===== config.mk =====
export PLATFORM = sky130hd
export DESIGN_NAME = utsc_top
export DESIGN_NICKNAME = d
export VERILOG_FILES = /design/src/include/utsc_pkg.sv /design/src/core/utsc_shifter.sv /design/src/core/utsc_top.sv
export SDC_FILE = /design/constraint.sdc
export NUM_CORES = 1
export LEC_CHECK = 0
export BUFFER_PORTS_ARGS = -buffer_cell sky130_fd_sc_hd__buf_4
export CORE_MARGIN = 8
export CORE_UTILIZATION = 56
export DETAILED_ROUTE_END_ITERATION = 8
export PLACE_DENSITY = 0.73
export RECOVER_POWER = 50
export SLEW_MARGIN = 10
export SYNTH_ARGS = -nofsm -noshare
export SYNTH_HDL_FRONTEND = slang
export SYNTH_SLANG_ARGS = --single-unit

===== constraint.sdc =====
create_clock -name clk -period 5.9 [get_ports clk]
set_clock_uncertainty 0.2 [all_clocks]
set_input_delay 0.295 -clock clk [delete_from_list [all_inputs] [get_ports clk]]
set_output_delay 0.295 -clock clk [all_outputs]
set_load 0.1 [all_outputs]

===== src/include/utsc_pkg.sv =====
// Constants and types of the uart transmit status and control block.
`default_nettype none
package utsc_pkg;

   // ----------------------------------------------------------------------
   // Timing
   // ----------------------------------------------------------------------
   localparam int unsigned CLK_PERIOD_NS = 10;
   localparam int unsigned BIT_TIME_NS = 8680;
   localparam int unsigned BIT_CYCLES = (BIT_TIME_NS + CLK_PERIOD_NS - 1) / CLK_PERIOD_NS;
   localparam int unsigned FRAME_BITS = 10;
   localparam int unsigned BREAK_BITS = 14;
   localparam int unsigned FIFO_DEPTH = 4;

   // ----------------------------------------------------------------------
   // Register map and field positions
   // ----------------------------------------------------------------------
   localparam logic [1:0] ADDR_STATUS_CONTROL = 2'h0;
   localparam logic [1:0] ADDR_TX_DATA = 2'h1;
   localparam logic [1:0] ADDR_IRQ_STATUS = 2'h2;
   localparam logic [1:0] ADDR_IRQ_MASK = 2'h3;
   localparam int unsigned BIT_TXISEL_HI = 15;
   localparam int unsigned BIT_INVERT = 14;
   localparam int unsigned BIT_TXISEL_LO = 13;
   localparam int unsigned BIT_BREAK = 11;
   localparam int unsigned BIT_ENABLE = 10;
   localparam int unsigned BIT_FULL = 9;
   localparam int unsigned BIT_EMPTY = 8;
   localparam int unsigned IRQ_TX = 0;
   localparam int unsigned IRQ_BREAK = 1;
   localparam logic [1:0] IRQ_RESET = 2'h0;
   localparam logic [1:0] TXISEL_RESET = 2'h0;

   // ----------------------------------------------------------------------
   // Types
   // ----------------------------------------------------------------------
   typedef enum logic [1:0] {
      TXI_EACH = 2'b00,
      TXI_DONE = 2'b01,
      TXI_EMPTY = 2'b10,
      TXI_RSVD = 2'b11
   } utsc_txisel_type;

   typedef struct packed {
      logic brk;
      logic [7:0] data;
   } utsc_frame_type;

endpackage
`default_nettype wire


===== src/core/utsc_shifter.sv =====
// Bit shifter that sends one character frame or one sync break frame.
`timescale 1ns/10ps
`default_nettype none
module utsc_shifter (
   // Clock and reset
   input wire logic clk,
   input wire logic reset,
   // Frame request
   input wire logic abort,
   input wire logic load,
   input wire utsc_pkg::utsc_frame_type frame,
   // Line and status
   output logic line,
   output logic busy,
   output logic done
);
   import utsc_pkg::*;

   typedef enum logic {ST_IDLE = 1'b0, ST_SHIFT = 1'b1} utsc_state_type;

   utsc_state_type state_reg;
   logic [13:0] shift_reg;
   logic [3:0] count_reg;
   logic [9:0] baud_reg;
   logic done_reg;

   assign line = shift_reg[0];
   assign busy = (state_reg == ST_SHIFT);
   assign done = done_reg;

   // Shift LSB first; ones fill from the top so the line rests high when idle.
   always_ff @(posedge clk or posedge reset) begin
      if (reset) begin
         state_reg <= ST_IDLE;
         shift_reg <= 14'h3fff;
         count_reg <= 4'h0;
         baud_reg <= 10'h000;
         done_reg <= 1'b0;
      end else begin
         done_reg <= 1'b0;
         if (abort) begin
            state_reg <= ST_IDLE;
            shift_reg <= 14'h3fff;
            count_reg <= 4'h0;
         end else begin
            case (state_reg)
               ST_IDLE: begin
                  if (load) begin
                     if (frame.brk) begin
                        shift_reg <= 14'h2000;
                        count_reg <= 4'(BREAK_BITS);
                     end else begin
                        shift_reg <= {5'h1f, frame.data, 1'b0};
                        count_reg <= 4'(FRAME_BITS);
                     end
                     baud_reg <= 10'h000;
                     state_reg <= ST_SHIFT;
                  end
               end
               ST_SHIFT: begin
                  if (baud_reg == 10'(BIT_CYCLES - 1)) begin
                     baud_reg <= 10'h000;
                     shift_reg <= {1'b1, shift_reg[13:1]};
                     count_reg <= count_reg - 4'h1;
                     if (count_reg == 4'h1) begin
                        state_reg <= ST_IDLE;
                        done_reg <= 1'b1;
                     end
                  end else begin
                     baud_reg <= baud_reg + 10'h001;
                  end
               end
               default: state_reg <= ST_IDLE;
            endcase
         end
      end
   end

endmodule
`default_nettype wire


===== src/core/utsc_top.sv =====
// Transmit status and control block of an asynchronous serial port.
//
// Chosen here: strobed register access and the address map.
`timescale 1ns/10ps
`default_nettype none
module utsc_top (
   // Clock and reset
   input wire logic clk,
   input wire logic reset,
   // Register port
   input wire logic [1:0] addr,
   input wire logic [15:0] wdata,
   input wire logic wr,
   input wire logic rd,
   output logic [15:0] rdata,
   // Transmit pin and encoded output
   output logic serial_tx_pin_out,
   output logic serial_tx_pin_oe,
   output logic ir_tx_out,
   // Interrupt
   output logic irq
);
   import utsc_pkg::*;

   // ----------------------------------------------------------------------
   // State
   // ----------------------------------------------------------------------
   logic [1:0] tx_irq_select_reg;
   logic tx_idle_polarity_invert_reg;
   logic send_break_request_reg;
   logic tx_enable_bit_reg;
   logic break_inflight_reg;
   logic [7:0] fifo_mem [FIFO_DEPTH];
   logic [1:0] wr_ptr_reg;
   logic [1:0] rd_ptr_reg;
   logic [2:0] count_reg;
   logic [1:0] irq_status_reg;
   logic [1:0] irq_mask_reg;
   logic [15:0] rdata_reg;
   logic ir_reg;
   logic [1:0] irq_status_next;

   logic tx_buffer_full_flag;
   logic tx_shifter_empty_flag;
   logic push;
   logic load_data;
   logic load_break;
   logic load_any;
   logic shifter_line;
   logic shifter_busy;
   logic shifter_done;
   logic ev_tx;
   logic ev_break;
   logic [15:0] status_control_view;
   utsc_frame_type frame;

   // ----------------------------------------------------------------------
   // Transfer decisions
   // ----------------------------------------------------------------------

   // full while every entry holds a character
   assign tx_buffer_full_flag = (count_reg == 3'(FIFO_DEPTH));
   // a write to a full buffer is dropped rather than overwriting the oldest character.
   assign push = wr && (addr == ADDR_TX_DATA) && tx_enable_bit_reg && !tx_buffer_full_flag;
   // a pending break goes ahead of buffered data.
   assign load_break = tx_enable_bit_reg && !shifter_busy && send_break_request_reg
                       && !break_inflight_reg;
   assign load_data = tx_enable_bit_reg && !shifter_busy && !send_break_request_reg
                      && (count_reg != 3'h0);
   assign load_any = load_break || load_data;
   // the load cycle counts as busy so the flag never blinks high between frames.
   assign tx_shifter_empty_flag = !shifter_busy && (count_reg == 3'h0) && !load_any;
   // One driver for the whole frame word keeps the struct from having split drivers.
   assign frame = {load_break, fifo_mem[rd_ptr_reg]};

   utsc_shifter u_shifter (
      .clk(clk),
      .reset(reset),
      .abort(!tx_enable_bit_reg),
      .load(load_any),
      .frame(frame),
      .line(shifter_line),
      .busy(shifter_busy),
      .done(shifter_done)
   );

   // ----------------------------------------------------------------------
   // Transmit buffer
   // ----------------------------------------------------------------------

   // Buffer storage holds no reset; the pointers and fill level decide what is valid.
   always_ff @(posedge clk) begin
      if (push) begin
         fifo_mem[wr_ptr_reg] <= wdata[7:0];
      end
   end

   // Pointers and fill level; flushes them whenever transmit is disabled.
   always_ff @(posedge clk or posedge reset) begin
      if (reset) begin
         wr_ptr_reg <= 2'h0;
         rd_ptr_reg <= 2'h0;
         count_reg <= 3'h0;
      end else if (!tx_enable_bit_reg) begin
         wr_ptr_reg <= 2'h0;
         rd_ptr_reg <= 2'h0;
         count_reg <= 3'h0;
      end else begin
         if (push) begin
            wr_ptr_reg <= wr_ptr_reg + 2'h1;
         end
         if (load_data) begin
            rd_ptr_reg <= rd_ptr_reg + 2'h1;
         end
         count_reg <= count_reg + 3'(push) - 3'(load_data);
      end
   end

   // ----------------------------------------------------------------------
   // Control fields
   // ----------------------------------------------------------------------

   // Software fields; hardware clears the break request when its frame ends.
   always_ff @(posedge clk or posedge reset) begin
      if (reset) begin
         tx_irq_select_reg <= TXISEL_RESET;
         tx_idle_polarity_invert_reg <= 1'b0;
         tx_enable_bit_reg <= 1'b0;
         send_break_request_reg <= 1'b0;
      end else begin
         if (wr && (addr == ADDR_STATUS_CONTROL)) begin
            tx_irq_select_reg <= {wdata[BIT_TXISEL_HI], wdata[BIT_TXISEL_LO]};
            tx_idle_polarity_invert_reg <= wdata[BIT_INVERT];
            tx_enable_bit_reg <= wdata[BIT_ENABLE];
         end
         if (shifter_done && break_inflight_reg) begin
            send_break_request_reg <= 1'b0;
         end else if (wr && (addr == ADDR_STATUS_CONTROL) && wdata[BIT_BREAK]) begin
            send_break_request_reg <= 1'b1;
         end
      end
   end

   // Marks that the frame in the shifter is a break, so its end can clear the request.
   always_ff @(posedge clk or posedge reset) begin
      if (reset) begin
         break_inflight_reg <= 1'b0;
      end else if (load_break) begin
         break_inflight_reg <= 1'b1;
      end else if (shifter_done || !tx_enable_bit_reg) begin
         break_inflight_reg <= 1'b0;
      end
   end

   // ----------------------------------------------------------------------
   // Interrupt events
   // ----------------------------------------------------------------------

   // last character out; per-transfer modes, reserved code raises nothing.
   always_comb begin
      case (utsc_txisel_type'(tx_irq_select_reg))
         TXI_EACH: ev_tx = load_data;
         TXI_DONE: ev_tx = shifter_done && (count_reg == 3'h0);
         TXI_EMPTY: ev_tx = load_data && (count_reg == 3'h1) && !push;
         TXI_RSVD: ev_tx = 1'b0;
         default: ev_tx = 1'b0;
      endcase
   end
   assign ev_break = shifter_done && break_inflight_reg;

   // Sticky bits: a new event in the clearing cycle survives the write of one.
   always_comb begin
      irq_status_next = irq_status_reg;
      if (wr && (addr == ADDR_IRQ_STATUS)) begin
         irq_status_next = irq_status_reg & ~wdata[1:0];
      end
      irq_status_next[IRQ_TX] = irq_status_next[IRQ_TX] | ev_tx;
      irq_status_next[IRQ_BREAK] = irq_status_next[IRQ_BREAK] | ev_break;
   end

   // Status and mask registers.
   always_ff @(posedge clk or posedge reset) begin
      if (reset) begin
         irq_status_reg <= IRQ_RESET;
         irq_mask_reg <= IRQ_RESET;
      end else begin
         irq_status_reg <= irq_status_next;
         if (wr && (addr == ADDR_IRQ_MASK)) begin
            irq_mask_reg <= wdata[1:0];
         end
      end
   end

   assign irq = |(irq_status_reg & irq_mask_reg);

   // ----------------------------------------------------------------------
   // Read path and pins
   // ----------------------------------------------------------------------

   // Bit 12 and the receive half stay zero.
   always_comb begin
      status_control_view = 16'h0000;
      status_control_view[BIT_TXISEL_HI] = tx_irq_select_reg[1];
      status_control_view[BIT_INVERT] = tx_idle_polarity_invert_reg;
      status_control_view[BIT_TXISEL_LO] = tx_irq_select_reg[0];
      status_control_view[BIT_BREAK] = send_break_request_reg;
      status_control_view[BIT_ENABLE] = tx_enable_bit_reg;
      status_control_view[BIT_FULL] = tx_buffer_full_flag;
      status_control_view[BIT_EMPTY] = tx_shifter_empty_flag;
   end

   // Read data stand only in the cycle after the strobe; the data register reads zero.
   always_ff @(posedge clk or posedge reset) begin
      if (reset) begin
         rdata_reg <= 16'h0000;
      end else if (rd) begin
         case (addr)
            ADDR_STATUS_CONTROL: rdata_reg <= status_control_view;
            ADDR_IRQ_STATUS: rdata_reg <= {14'h0000, irq_status_reg};
            ADDR_IRQ_MASK: rdata_reg <= {14'h0000, irq_mask_reg};
            default: rdata_reg <= 16'h0000;
         endcase
      end else begin
         rdata_reg <= 16'h0000;
      end
   end

   // encoded output rests at the level the invert bit picks.
   always_ff @(posedge clk or posedge reset) begin
      if (reset) begin
         ir_reg <= 1'b0;
      end else begin
         ir_reg <= tx_idle_polarity_invert_reg ? shifter_line : !shifter_line;
      end
   end

   assign rdata = rdata_reg;
   assign serial_tx_pin_oe = tx_enable_bit_reg;
   assign serial_tx_pin_out = shifter_line;
   assign ir_tx_out = ir_reg;

   // ----------------------------------------------------------------------
   // Checks
   // ----------------------------------------------------------------------

   done_irq_a: assert property (
      @(posedge clk) disable iff (reset)
      (tx_irq_select_reg == 2'b01 && shifter_done && count_reg == 3'h0)
      |=> irq_status_reg[IRQ_TX] && tx_shifter_empty_flag)
      else $error("Last character out did not raise the transmit event.");

   empty_irq_a: assert property (
      @(posedge clk) disable iff (reset)
      (tx_irq_select_reg == 2'b10 && load_data && count_reg == 3'h1 && !push)
      |=> irq_status_reg[IRQ_TX] && count_reg == 3'h0 && shifter_busy)
      else $error("Emptying transfer did not raise the transmit event.");

   idle_polarity_a: assert property (
      @(posedge clk) disable iff (reset)
      (!shifter_busy && shifter_line) |=> ir_tx_out == $past(tx_idle_polarity_invert_reg))
      else $error("Encoded output idle level does not follow the invert bit.");

   break_clear_a: assert property (
      @(posedge clk) disable iff (reset)
      (shifter_done && break_inflight_reg) |=> !send_break_request_reg)
      else $error("Break request not cleared after the break frame.");

   disable_flush_a: assert property (
      @(posedge clk) disable iff (reset)
      !tx_enable_bit_reg |=> count_reg == 3'h0 && !shifter_busy)
      else $error("Disabled transmitter kept buffered data or a frame.");

   full_flag_a: assert property (
      @(posedge clk) disable iff (reset)
      (rd && addr == ADDR_STATUS_CONTROL) |=> rdata[BIT_FULL] == $past(count_reg == 3'h4))
      else $error("Buffer full flag disagrees with the fill level.");

   empty_flag_a: assert property (
      @(posedge clk) disable iff (reset)
      (rd && addr == ADDR_STATUS_CONTROL)
      |=> rdata[BIT_EMPTY] == ($past(count_reg) == 3'h0 && !$past(shifter_busy)
                                && !$past(load_any)))
      else $error("Shifter empty flag disagrees with shifter and buffer.");

endmodule
`default_nettype wire


* Yosys cells after proc, flatten, opt, wreduce, memory -nomap -nowiden
Memories as Yosys holds them, arrays and structs flattened. Index checks and enable logic that the tools add are counted.
Cells by class: reductions and logical operators 37, multiplexer cells 38, equality and inequality tests 15, bitwise gates (word level) 6, add/sub/neg operators 6
Operators with widths (count):
- $pmux 16 s3 | 1
- $mux 14 | 3
- $pmux 14 s2 | 1
- $mux 10 | 2
- $pmux 10 s2 | 1
- $logic_and 1x1->1 | 18
- $mux 16 | 1
- $mux 1 | 15
- $mux 13 | 1
- $mux 4 | 3
- $add 10x1->10 const B | 1
- $eq 10x10->1 const B | 1
- $mux 2 | 5
- $eq 2x2->1 const B | 4
- $logic_not 1->1 | 8
- $pmux 4 s2 | 1
- $mux 3 | 2
- $ne 3x3->1 const B | 2
- $add 2x1->2 const B | 2
- $and 2x2->2 | 2
- $eq 2x1->1 const B | 2
- $eq 4x1->1 const B | 1
- $logic_not 2->1 | 2
- $ne 2x1->1 const B | 2
- other kinds (17) | 21
Word-level totals: memories kept 1, bits in writable memories 32, input port bits 22, bits in registers 64, output and inout bits 20
Memory list:
- fifo_mem | words 4, bits a word 8, read ports 1, clocked after Yosys merged registers in 0, wr ports 1, line utsc_top.sv:33 | logic [7:0] fifo_mem [FIFO_DEPTH];

* Depth between registers and ports, before layout
Gate-level depths: netlist of run 1.
word-level depth 9, gate-level depth with buffers 11

* By module
Synthesis of run 1 repeated with hierarchy kept, for this count alone.
Second synthesis, totals: cells, all modules 311, area total of the unflattened synthesis 4100.2 µm²
By module, submodules not included:
- utsc_top | seq. area each 1636.6 µm², cells each 162, area an instance 2469.9 µm², instances 1
- utsc_shifter | seq. area each 742.0 µm², cells each 149, area an instance 1630.3 µm², instances 1

* Least setup slack after synthesis of run 1
Ideal clock, no wire load.
path kind register to register, start point register tx_enable_bit_reg, in the netlist serial_tx_pin_oe, end point register count_reg[2], setup slack 2726 ps, arrival 2848 ps, path buffers 1, period minus slack after synthesis 3174 ps, stages on the path, launching flop included 12, cells stage by stage dfrtp_1 > buf_2 > nand4b_1 > a21oi_1 > inv_1 > ha_1 > inv_1 > ha_1 > inv_1 > fa_1 > xnor2_1 > nor2_1
On the way: longest elaborated chain between the ends 5, elaborated cells between the ends (all ways) 8, those cells by class add/sub (2); mux (1); reduce/logical (5)
Ends and longest elaborated chain:
- start, declared | line utsc_top.sv:31 | logic tx_enable_bit_reg;
- start signal, assigned | line utsc_top.sv:134 | tx_enable_bit_reg <= wdata[BIT_ENABLE];
- $logic_and 1x1->1 (on tied branches) (2 in a row) | line utsc_top.sv:64, utsc_top.sv:68
- $add 3x1->3 / $logic_and 1x1->1 (equally long branches) | line utsc_top.sv:115, utsc_top.sv:69
- $sub 3x1->3 | line utsc_top.sv:115 | count_reg <= count_reg + 3'(push) - 3'(load_data);
- $mux 3 (*) | line utsc_top.sv:104 | end else if (!tx_enable_bit_reg) begin
- end signal, assigned | line utsc_top.sv:115
- end, declared | line utsc_top.sv:36 | logic [2:0] count_reg;
Every way passes the cells marked *; elsewhere a longest branch is shown, timed or not. A chain may end at the register's enable or synchronous reset.

==> results of run 1 <==
==> where the power goes <==
part           switching (W)  internal [W]  total, W
Sequential         0.0000626      0.000711  0.000773
Combinational       0.000227     0.0000990  0.000326
Clock               0.000221      0.000243  0.000464
==> per-stage QoR <==
step	setup slack (ps)	power [W]	cell area, µm²	util (%)
final	2380	0.00156	4580	67.1
after global routing	1730	0.00164	4580	67.1
after CTS	2850	0.00158	4640	67.9
after detailed placement	2870	0.00111	4280	62.6
after global placement	2920	0.00110	4280	62.6
after floorplan	2730	0.00103	4010	-
==> logic make-up after synthesis <==
kind of cell,count (synthesis),share of synthesized area [%]
AO/OA/AOI/OAI,71,12.2
XOR/XNOR,5,1.10
adder cells (fa/ha/maj),10,3.33
buffers and inverters,40,4.58
flip-flops,88,59.6
multiplexers,19,7.43
other,1,0.0940
AND/OR/NAND/NOR,84,11.7
==> area by class of cell <==
| type | count | area [µm²] |
|---|---|---|
| tap | 96 | 120 |
| clock inverter | 7 | 103 |
| inverter | 23 | 86.3 |
| timing repair buffer | 46 | 320 |
| multi-input combinational | 196 | 1450 |
| fill | 553 | 2250 |
| clock buffer | 9 | 124 |
| sequential | 88 | 2380 |
==> final timing paths <==
kind                                                          start                             endpoint  slack (ps)
min in group asynchronous                                     reset    u_shifter.baud_reg[4]$_DFFE_PP0P_        1430
worst max register to register         serial_tx_pin_oe$_DFFE_PP0P_               count_reg[2]$_DFF_PP0_        2890
worst min register to register  u_shifter.shift_reg[12]$_DFFE_PP1P_  u_shifter.shift_reg[12]$_DFFE_PP1P_         290
worst min-delay path                                      wdata[11]   send_break_request_reg$_DFFE_PP0P_          20
max in group clk                       serial_tx_pin_oe$_DFFE_PP0P_               count_reg[2]$_DFF_PP0_        2890
worst max-delay path                                          reset                  ir_tx_out$_DFF_PP0_        2380
==> critical path, delay by kind of cell <==
| family | cells | cell delay (ps) |
|---|---|---|
| buffers and inverters | 4 | 2800 |
==> layer usage <==
layer / vias to the layer above / share of wire [%] / global-route usage [%]
met4: 0 / 1.2 / 6.05
met1: 1289 / 45 / 19.7
met3: 12 / 3.6 / 4.22
met5: - / 0 / 0
met2: 62 / 51 / 26.8
li1: 1240 / - / -
==> cells in the final DEF (no fill, tap or decap), drive strengths merged, types with 5 or more instances in the layout <==
cell type | netlist | routed
nand3 | 5 | 5
dlygate4sd3 | 0 | 14
nand2 | 22 | 22
buf | 10 | 14
o22a | 8 | 8
a21oi | 11 | 11
clkbuf | 7 | 27
dfrtp | 43 | 43
conb | 1 | 7
dfstp | 13 | 13
ha | 9 | 9
and2 | 13 | 13
inv | 22 | 24
o21ai | 21 | 21
o31ai | 7 | 7
nor2 | 13 | 13
mux2i | 6 | 6
edfxtp | 32 | 32
mux2 | 5 | 5
mux4 | 8 | 8
==> key figures, run 1 <==
Outcome
  • Status: finished with violations
  • Failing checks: capacitance limit, slew limit

Cells and area
  • Area growth from synthesis to layout: 14.9%
  • Final standard cell count with taps included and fillers excluded: roughly 470
  • Flip-flop count of the largest register, all copies and words added: 32
  • Diode count: 0
  • Layout cells sized above 1: 17.6%
  • Final net count: 396

Timing
  • Setup Total Neg Slack: 0 ps
  • Slew at the pin closest to its max-slew limit: ~3000 ps
  • Relative slew margins: -98.7%
  • Number of endpoints with negative hold slack in the final report: 0
  • Unrepaired setup endpoints after global routing: no
  • Minimum hold slack: about 24 ps
  • Part of the cycle the worst path needs: around three fifths
  • Shortest clock period the worst path allows after layout: between 3000 and 4000 ps
  • Highest Clock Rate: between 200 and 300 MHz
  • Count of endpoints failing setup in the final report: 0
  • Final Max Slew Viols: 57

Pwr
  • Power per cell area: about 340 mW/mm²
  • Static power due to leakage: about 1.8 nW
  • Highest ir drop seen on vdd: around 280 µV

Flow run
  • Count of maximum capacitance violations: 1

Route
  • Starting DRT DRC Count: 117
  • Routed via count divided by cell count: 5.60
  • Via total after detailed routing: about 2,600
  • Antenna Violating Nets Remaining: 0
  • Detailed-routing iteration count for the pre-antenna-repair pass: 4
  • DRC violation count after routing: 0
  • Total wirelength of the detailed-routed design: roughly 7600 µm
  • Average wire per cell in the routed design: ~16 µm

Hold path
  • Instance count along the most critical hold path: 3
  • Type of the worst min-delay path: input port to register

Setup path
  • Data arrival time of the worst path: roughly 3100 ps
  • CP max stage delay: 2090 ps
  • Slowest cell on the critical path: sky130_fd_sc_hd__clkbuf_1
  • WS Path Type: input port to asynchronous set/reset pin
  • Startpoint type of the worst setup path: input port
  • Crit path capture type: asynchronous set/reset pin
  • Critical path cell sequence: dlygate4sd3_1 -> clkbuf_4 -> inv_1 -> clkbuf_1
  • R2R depth: 10
  • Required time worst endpoint: between 5000 and 6000 ps
  • Largest fanout on the critical path: 56

Placement
  • Placed Instances: roughly 440
  • Quantity of I/O buffers inserted on ports: 31
  • HPWL reported at the end of detailed placement: 5110 µm
  • Final estimated routing congestion in global placement: 0.774

Global routing
  • Antenna violations before repair: 0
  • Pin count of the biggest net entering global routing: 57
  • Total routing resource utilization after global routing: roughly 16%
  • Vias in the first global route: ~2,600
  • Residual overflow from global routing: 0
  • Global-route wire length before repair: roughly 13,000 µm

Clocking
  • TritonCTS clock tree: done
  • Clock edge transition at the registers on the reported setup and hold paths: around 80 ps
  • Count of buffers added by post-CTS timing repair for setup: 0
  • Clock latency on the worst-skew pair: roughly 360 ps
  • Number of H-tree levels: 3
  • Clock sink count: about 90
  • Total clock buffers created by CTS: 9
  • Clock buffer depth: 2
  • Clk Tree Root Cell: sky130_fd_sc_hd__clkbuf_8
  • Cells resized by post-CTS repair: 0
  • CTS hold repair buffers: 14

Logic synthesis
  • Average size of a mapped cell: around 13 µm²
  • Synth top area share: around 27%
  • Post-Synthesis Cells: approximately 320
  • Register area share after synthesis: between 50% and 60%
  • Most frequently used flop master after synthesis: sky130_fd_sc_hd__dfrtp_1
  • Yosys top cell by area: sky130_fd_sc_hd__dfrtp_1
  • Biggest area contributors in the synthesized netlist: sky130_fd_sc_hd__dfrtp_1 27%, sky130_fd_sc_hd__edfxtp_1 24%, sky130_fd_sc_hd__dfstp_2 8.6%, sky130_fd_sc_hd__mux4_2 4.5%, sky130_fd_sc_hd__ha_1 2.8%
  • Warning count from the yosys run: 0
  • Top cells by count, synth: 43 x sky130_fd_sc_hd__dfrtp_1, 32 x sky130_fd_sc_hd__edfxtp_1, 22 x sky130_fd_sc_hd__nand2_1
  • Synth async-reset ratio: between 60% and 70%
  • Count of state elements after synthesis: 88
  • Summed instance area of the synthesized netlist: 0.00399 mm²
  • Cell variety after synth: slightly below 60
  • Number of enable flip-flop cells after synthesis: 32
  • Most repeated cell in the gate-level netlist after synthesis: sky130_fd_sc_hd__dfrtp_1

Floorplanning
  • Die area: a little over 0.01 mm²
  • Num rows: 30
  • Width of the die: approximately 100 µm
  • Total I/O pin count: 42
  • Placeable core region: 0.00683 mm²
  • Vert. Die Dim: roughly 100 µm
  • Effective utilization at floorplan: 58.4%
No activity file was read; power rests on OpenSTA's default activity.
==> inputs of run 2 (changes only) <==
--- a/config.mk
+++ b/config.mk
@@ -7,7 +7,7 @@
 export LEC_CHECK = 0
 export BUFFER_PORTS_ARGS = -buffer_cell sky130_fd_sc_hd__buf_4
 export CORE_MARGIN = 8
-export CORE_UTILIZATION = 56
+export CORE_UTILIZATION = 53
 export DETAILED_ROUTE_END_ITERATION = 8
 export PLACE_DENSITY = 0.73
 export RECOVER_POWER = 50
==> constraint.sdc (replaced) <==
create_clock -name clk -period 3 [get_ports clk]
set_clock_uncertainty 0.2 [all_clocks]
set_input_delay 0.15 -clock clk [delete_from_list [all_inputs] [get_ports clk]]
set_output_delay 0.15 -clock clk [all_outputs]
set_load 0.1 [all_outputs]
==> run 2 against run 1 <==
- the run now ends clean
- combinational power increased by 110%
- count of clock-buffer cells in the layout increased by 1
- hold slack improved by 260 ps
- critical path type is now register to register
- critical endpoint is now count_reg[2]$_DFF_PP0_
- largest cell class unchanged
==> key figures, run 2 (synthesis results as in run 1) <==
Floorplanning
  • Die area: 0.0106 mm²
  • Vert. Die Dim: approximately 100 µm
  • Width of the die: 103 µm
  • Num rows: 31
  • Effective utilization at floorplan: between 50% and 60%
  • Placeable core region: ~0.0073 mm²
  • Total I/O pin count: between 40 and 50

Setup path
  • Required time worst endpoint: around 3000 ps
  • Startpoint type of the worst setup path: register
  • Data arrival time of the worst path: ~2600 ps
  • Crit path capture type: register
  • Largest fanout on the critical path: 21
  • WS Path Type: register to register

Placement
  • Post-placement worst setup slack: slightly above 500 ps
  • Final estimated routing congestion in global placement: 0.795
  • Quantity of I/O buffers inserted on ports: 31
  • HPWL reported at the end of detailed placement: approximately 5400 µm

Timing
  • Highest Clock Rate: about 400 MHz
  • Number of endpoints with negative hold slack in the final report: 0
  • Shortest clock period the worst path allows after layout: approximately 2500 ps
  • Final setup slack of the worst path: 490 ps
  • Setup Total Neg Slack: 0 ps
  • Relative slew margins: around 8.6%
  • Slew at the pin closest to its max-slew limit: between 1000 and 1500 ps
  • Unrepaired setup endpoints after global routing: no
  • Count of endpoints failing setup in the final report: 0
  • Part of the cycle the worst path needs: between 80% and 90%
  • Final Max Slew Viols: 0

Outcome
  • Status: complete, no violations

Clocking
  • TritonCTS clock tree: done
  • Clock latency on the worst-skew pair: around 350 ps
  • Total clock buffers created by CTS: 9
  • Clk Tree Root Cell: sky130_fd_sc_hd__clkbuf_8
  • Clock edge transition at the registers on the reported setup and hold paths: 90 ps
  • Clock sink count: 88
  • Number of H-tree levels: 3
  • Clock buffer depth: 2
  • CTS hold repair buffers: 20
  • Count of buffers added by post-CTS timing repair for setup: 0
  • Cells resized by post-CTS repair: 0

Route
  • Total wirelength of the detailed-routed design: 7830 µm
  • Antenna Violating Nets Remaining: 0
  • DRC violation count after routing: 0
  • Starting DRT DRC Count: 138
  • Average wire per cell in the routed design: approximately 16 µm
  • Detailed-routing iteration count for the pre-antenna-repair pass: 4
  • Via total after detailed routing: 2,633
  • Routed via count divided by cell count: approximately 5.5

Pwr
  • Sequential share of power: a little over half
  • Switch Pwr: between 0.0009 and 0.001 W
  • Portion of total power attributed to combinational logic: roughly 23%
  • Power per cell area: ~630 mW/mm²
  • Highest ir drop seen on vdd: 342 µV
  • Static power due to leakage: roughly 1.8 nW
  • Net Sw Frac: about a third
  • Clock network fraction of total power: 24.5%
  • Cell-internal power: around 0.0019 W

Global routing
  • Total routing resource utilization after global routing: about 16%
  • Residual overflow from global routing: 0
  • Pin count of the biggest net entering global routing: 39
  • Antenna violations before repair: 0
  • Global-route wire length before repair: ~13,000 µm
  • Vias in the first global route: roughly 2,700

Cells and area
  • Area growth from synthesis to layout: 15.4%
  • Share of the core filled with cells in the final layout: a little under two thirds
  • Final net count: slightly above 400
  • Layout cells sized above 1: around 17%
  • Diode count: 0
  • Filler cell count in the final layout: 603
  • Flip-flop count of the largest register, all copies and words added: 32
  • Highest-count cells in the layout ignoring fill and taps: 42 x sky130_fd_sc_hd__dfrtp_1, 32 x sky130_fd_sc_hd__edfxtp_1, 22 x sky130_fd_sc_hd__nand2_1, 22 x sky130_fd_sc_hd__clkbuf_1, 21 x sky130_fd_sc_hd__inv_1
  • Leading cell type in the layout, fill and taps excluded: sky130_fd_sc_hd__dfrtp_1

Hold path
  • Type of the worst min-delay path: register to register

Flow run
  • Count of maximum capacitance violations: 0
-- run 2: changes by cell type in the layout (fill, tap and decap cells not counted), sizes merged --
cell,before,now
buf,14,15
bufinv,2,0
clkbuf,27,32
clkinv,3,5
clkinvlp,1,2
dlygate4sd3,14,20
inv,24,22
-- run 2: metal layers --
layer | vias to the layer above | share of wire, % | global-route usage [%]
li1 | 1262 | - | -
met2 | 46 | 50 | 26.6
met5 | - | 0 | 0
met1 | 1317 | 45 | 21.3
met4 | 0 | 1.5 | 6.01
met3 | 8 | 3.2 | 3.04
-- run 2: metrics by stage --
| step | hold slack, ps | cell area, µm² | power, W | std cells |
|---|---|---|---|---|
| global route | 327 | 4600 | 0.00304 | 479 |
| detailed placement | 146 | 4320 | 0.00221 | 443 |
| CTS | 280 | 4680 | 0.00293 | 479 |
| floorplan | 48.9 | 4010 | 0.00203 | 324 |
| finish | 279 | 4600 | 0.00289 | 479 |
| global placement | 140 | 4320 | 0.00219 | 443 |
-- run 2: path summary, 6_finish.rpt --
path                       slack [ps]                                   to  cells after the start                           startpoint
max                               490               count_reg[2]$_DFF_PP0_                     10         serial_tx_pin_oe$_DFFE_PP0P_
min                               280  u_shifter.shift_reg[12]$_DFFE_PP1P_                      2  u_shifter.shift_reg[12]$_DFFE_PP1P_
max reg2reg                       490               count_reg[2]$_DFF_PP0_                     10         serial_tx_pin_oe$_DFFE_PP0P_
min reg2reg                       280  u_shifter.shift_reg[12]$_DFFE_PP1P_                      2  u_shifter.shift_reg[12]$_DFFE_PP1P_
max in group asynchronous         940          irq_mask_reg[0]$_DFFE_PP0P_                      4                                reset
min in group asynchronous         540                  rdata[11]$_DFF_PP0_                      3                                reset
-- run 2: cell type report --
type / count / area (µm²) / area share [%]
inverter: 23 / 86.3 / 1.88
tap: 99 / 124 / 2.69
sequential: 88 / 2380 / 51.7
timing repair buffer: 57 / 399 / 8.67
clock inverter: 6 / 36.3 / 0.788
clock buffer: 10 / 128 / 2.77
multi-input combinational: 196 / 1450 / 31.5
-- run 2: power groups by stage --
stage	sequential, W	clock (W)	combinational [W]
floorplan	0.00162	0	0.000410
global route	0.00153	0.000770	0.000737
CTS	0.00151	0.000725	0.000692
detailed placement	0.00154	0	0.000670
finish	0.00151	0.000709	0.000672
global placement	0.00153	0	0.000654
-- run 2: critical path, cell delays in order (launching register included) --
cell,delay [ps]
sky130_fd_sc_hd__dfrtp_2,620
sky130_fd_sc_hd__nand4b_1,180
sky130_fd_sc_hd__a21oi_1,220
sky130_fd_sc_hd__inv_1,70
sky130_fd_sc_hd__ha_1,270
sky130_fd_sc_hd__inv_1,60
sky130_fd_sc_hd__ha_1,130
sky130_fd_sc_hd__inv_1,50
sky130_fd_sc_hd__fa_1,370
sky130_fd_sc_hd__xnor2_1,180
sky130_fd_sc_hd__nor2_1,50
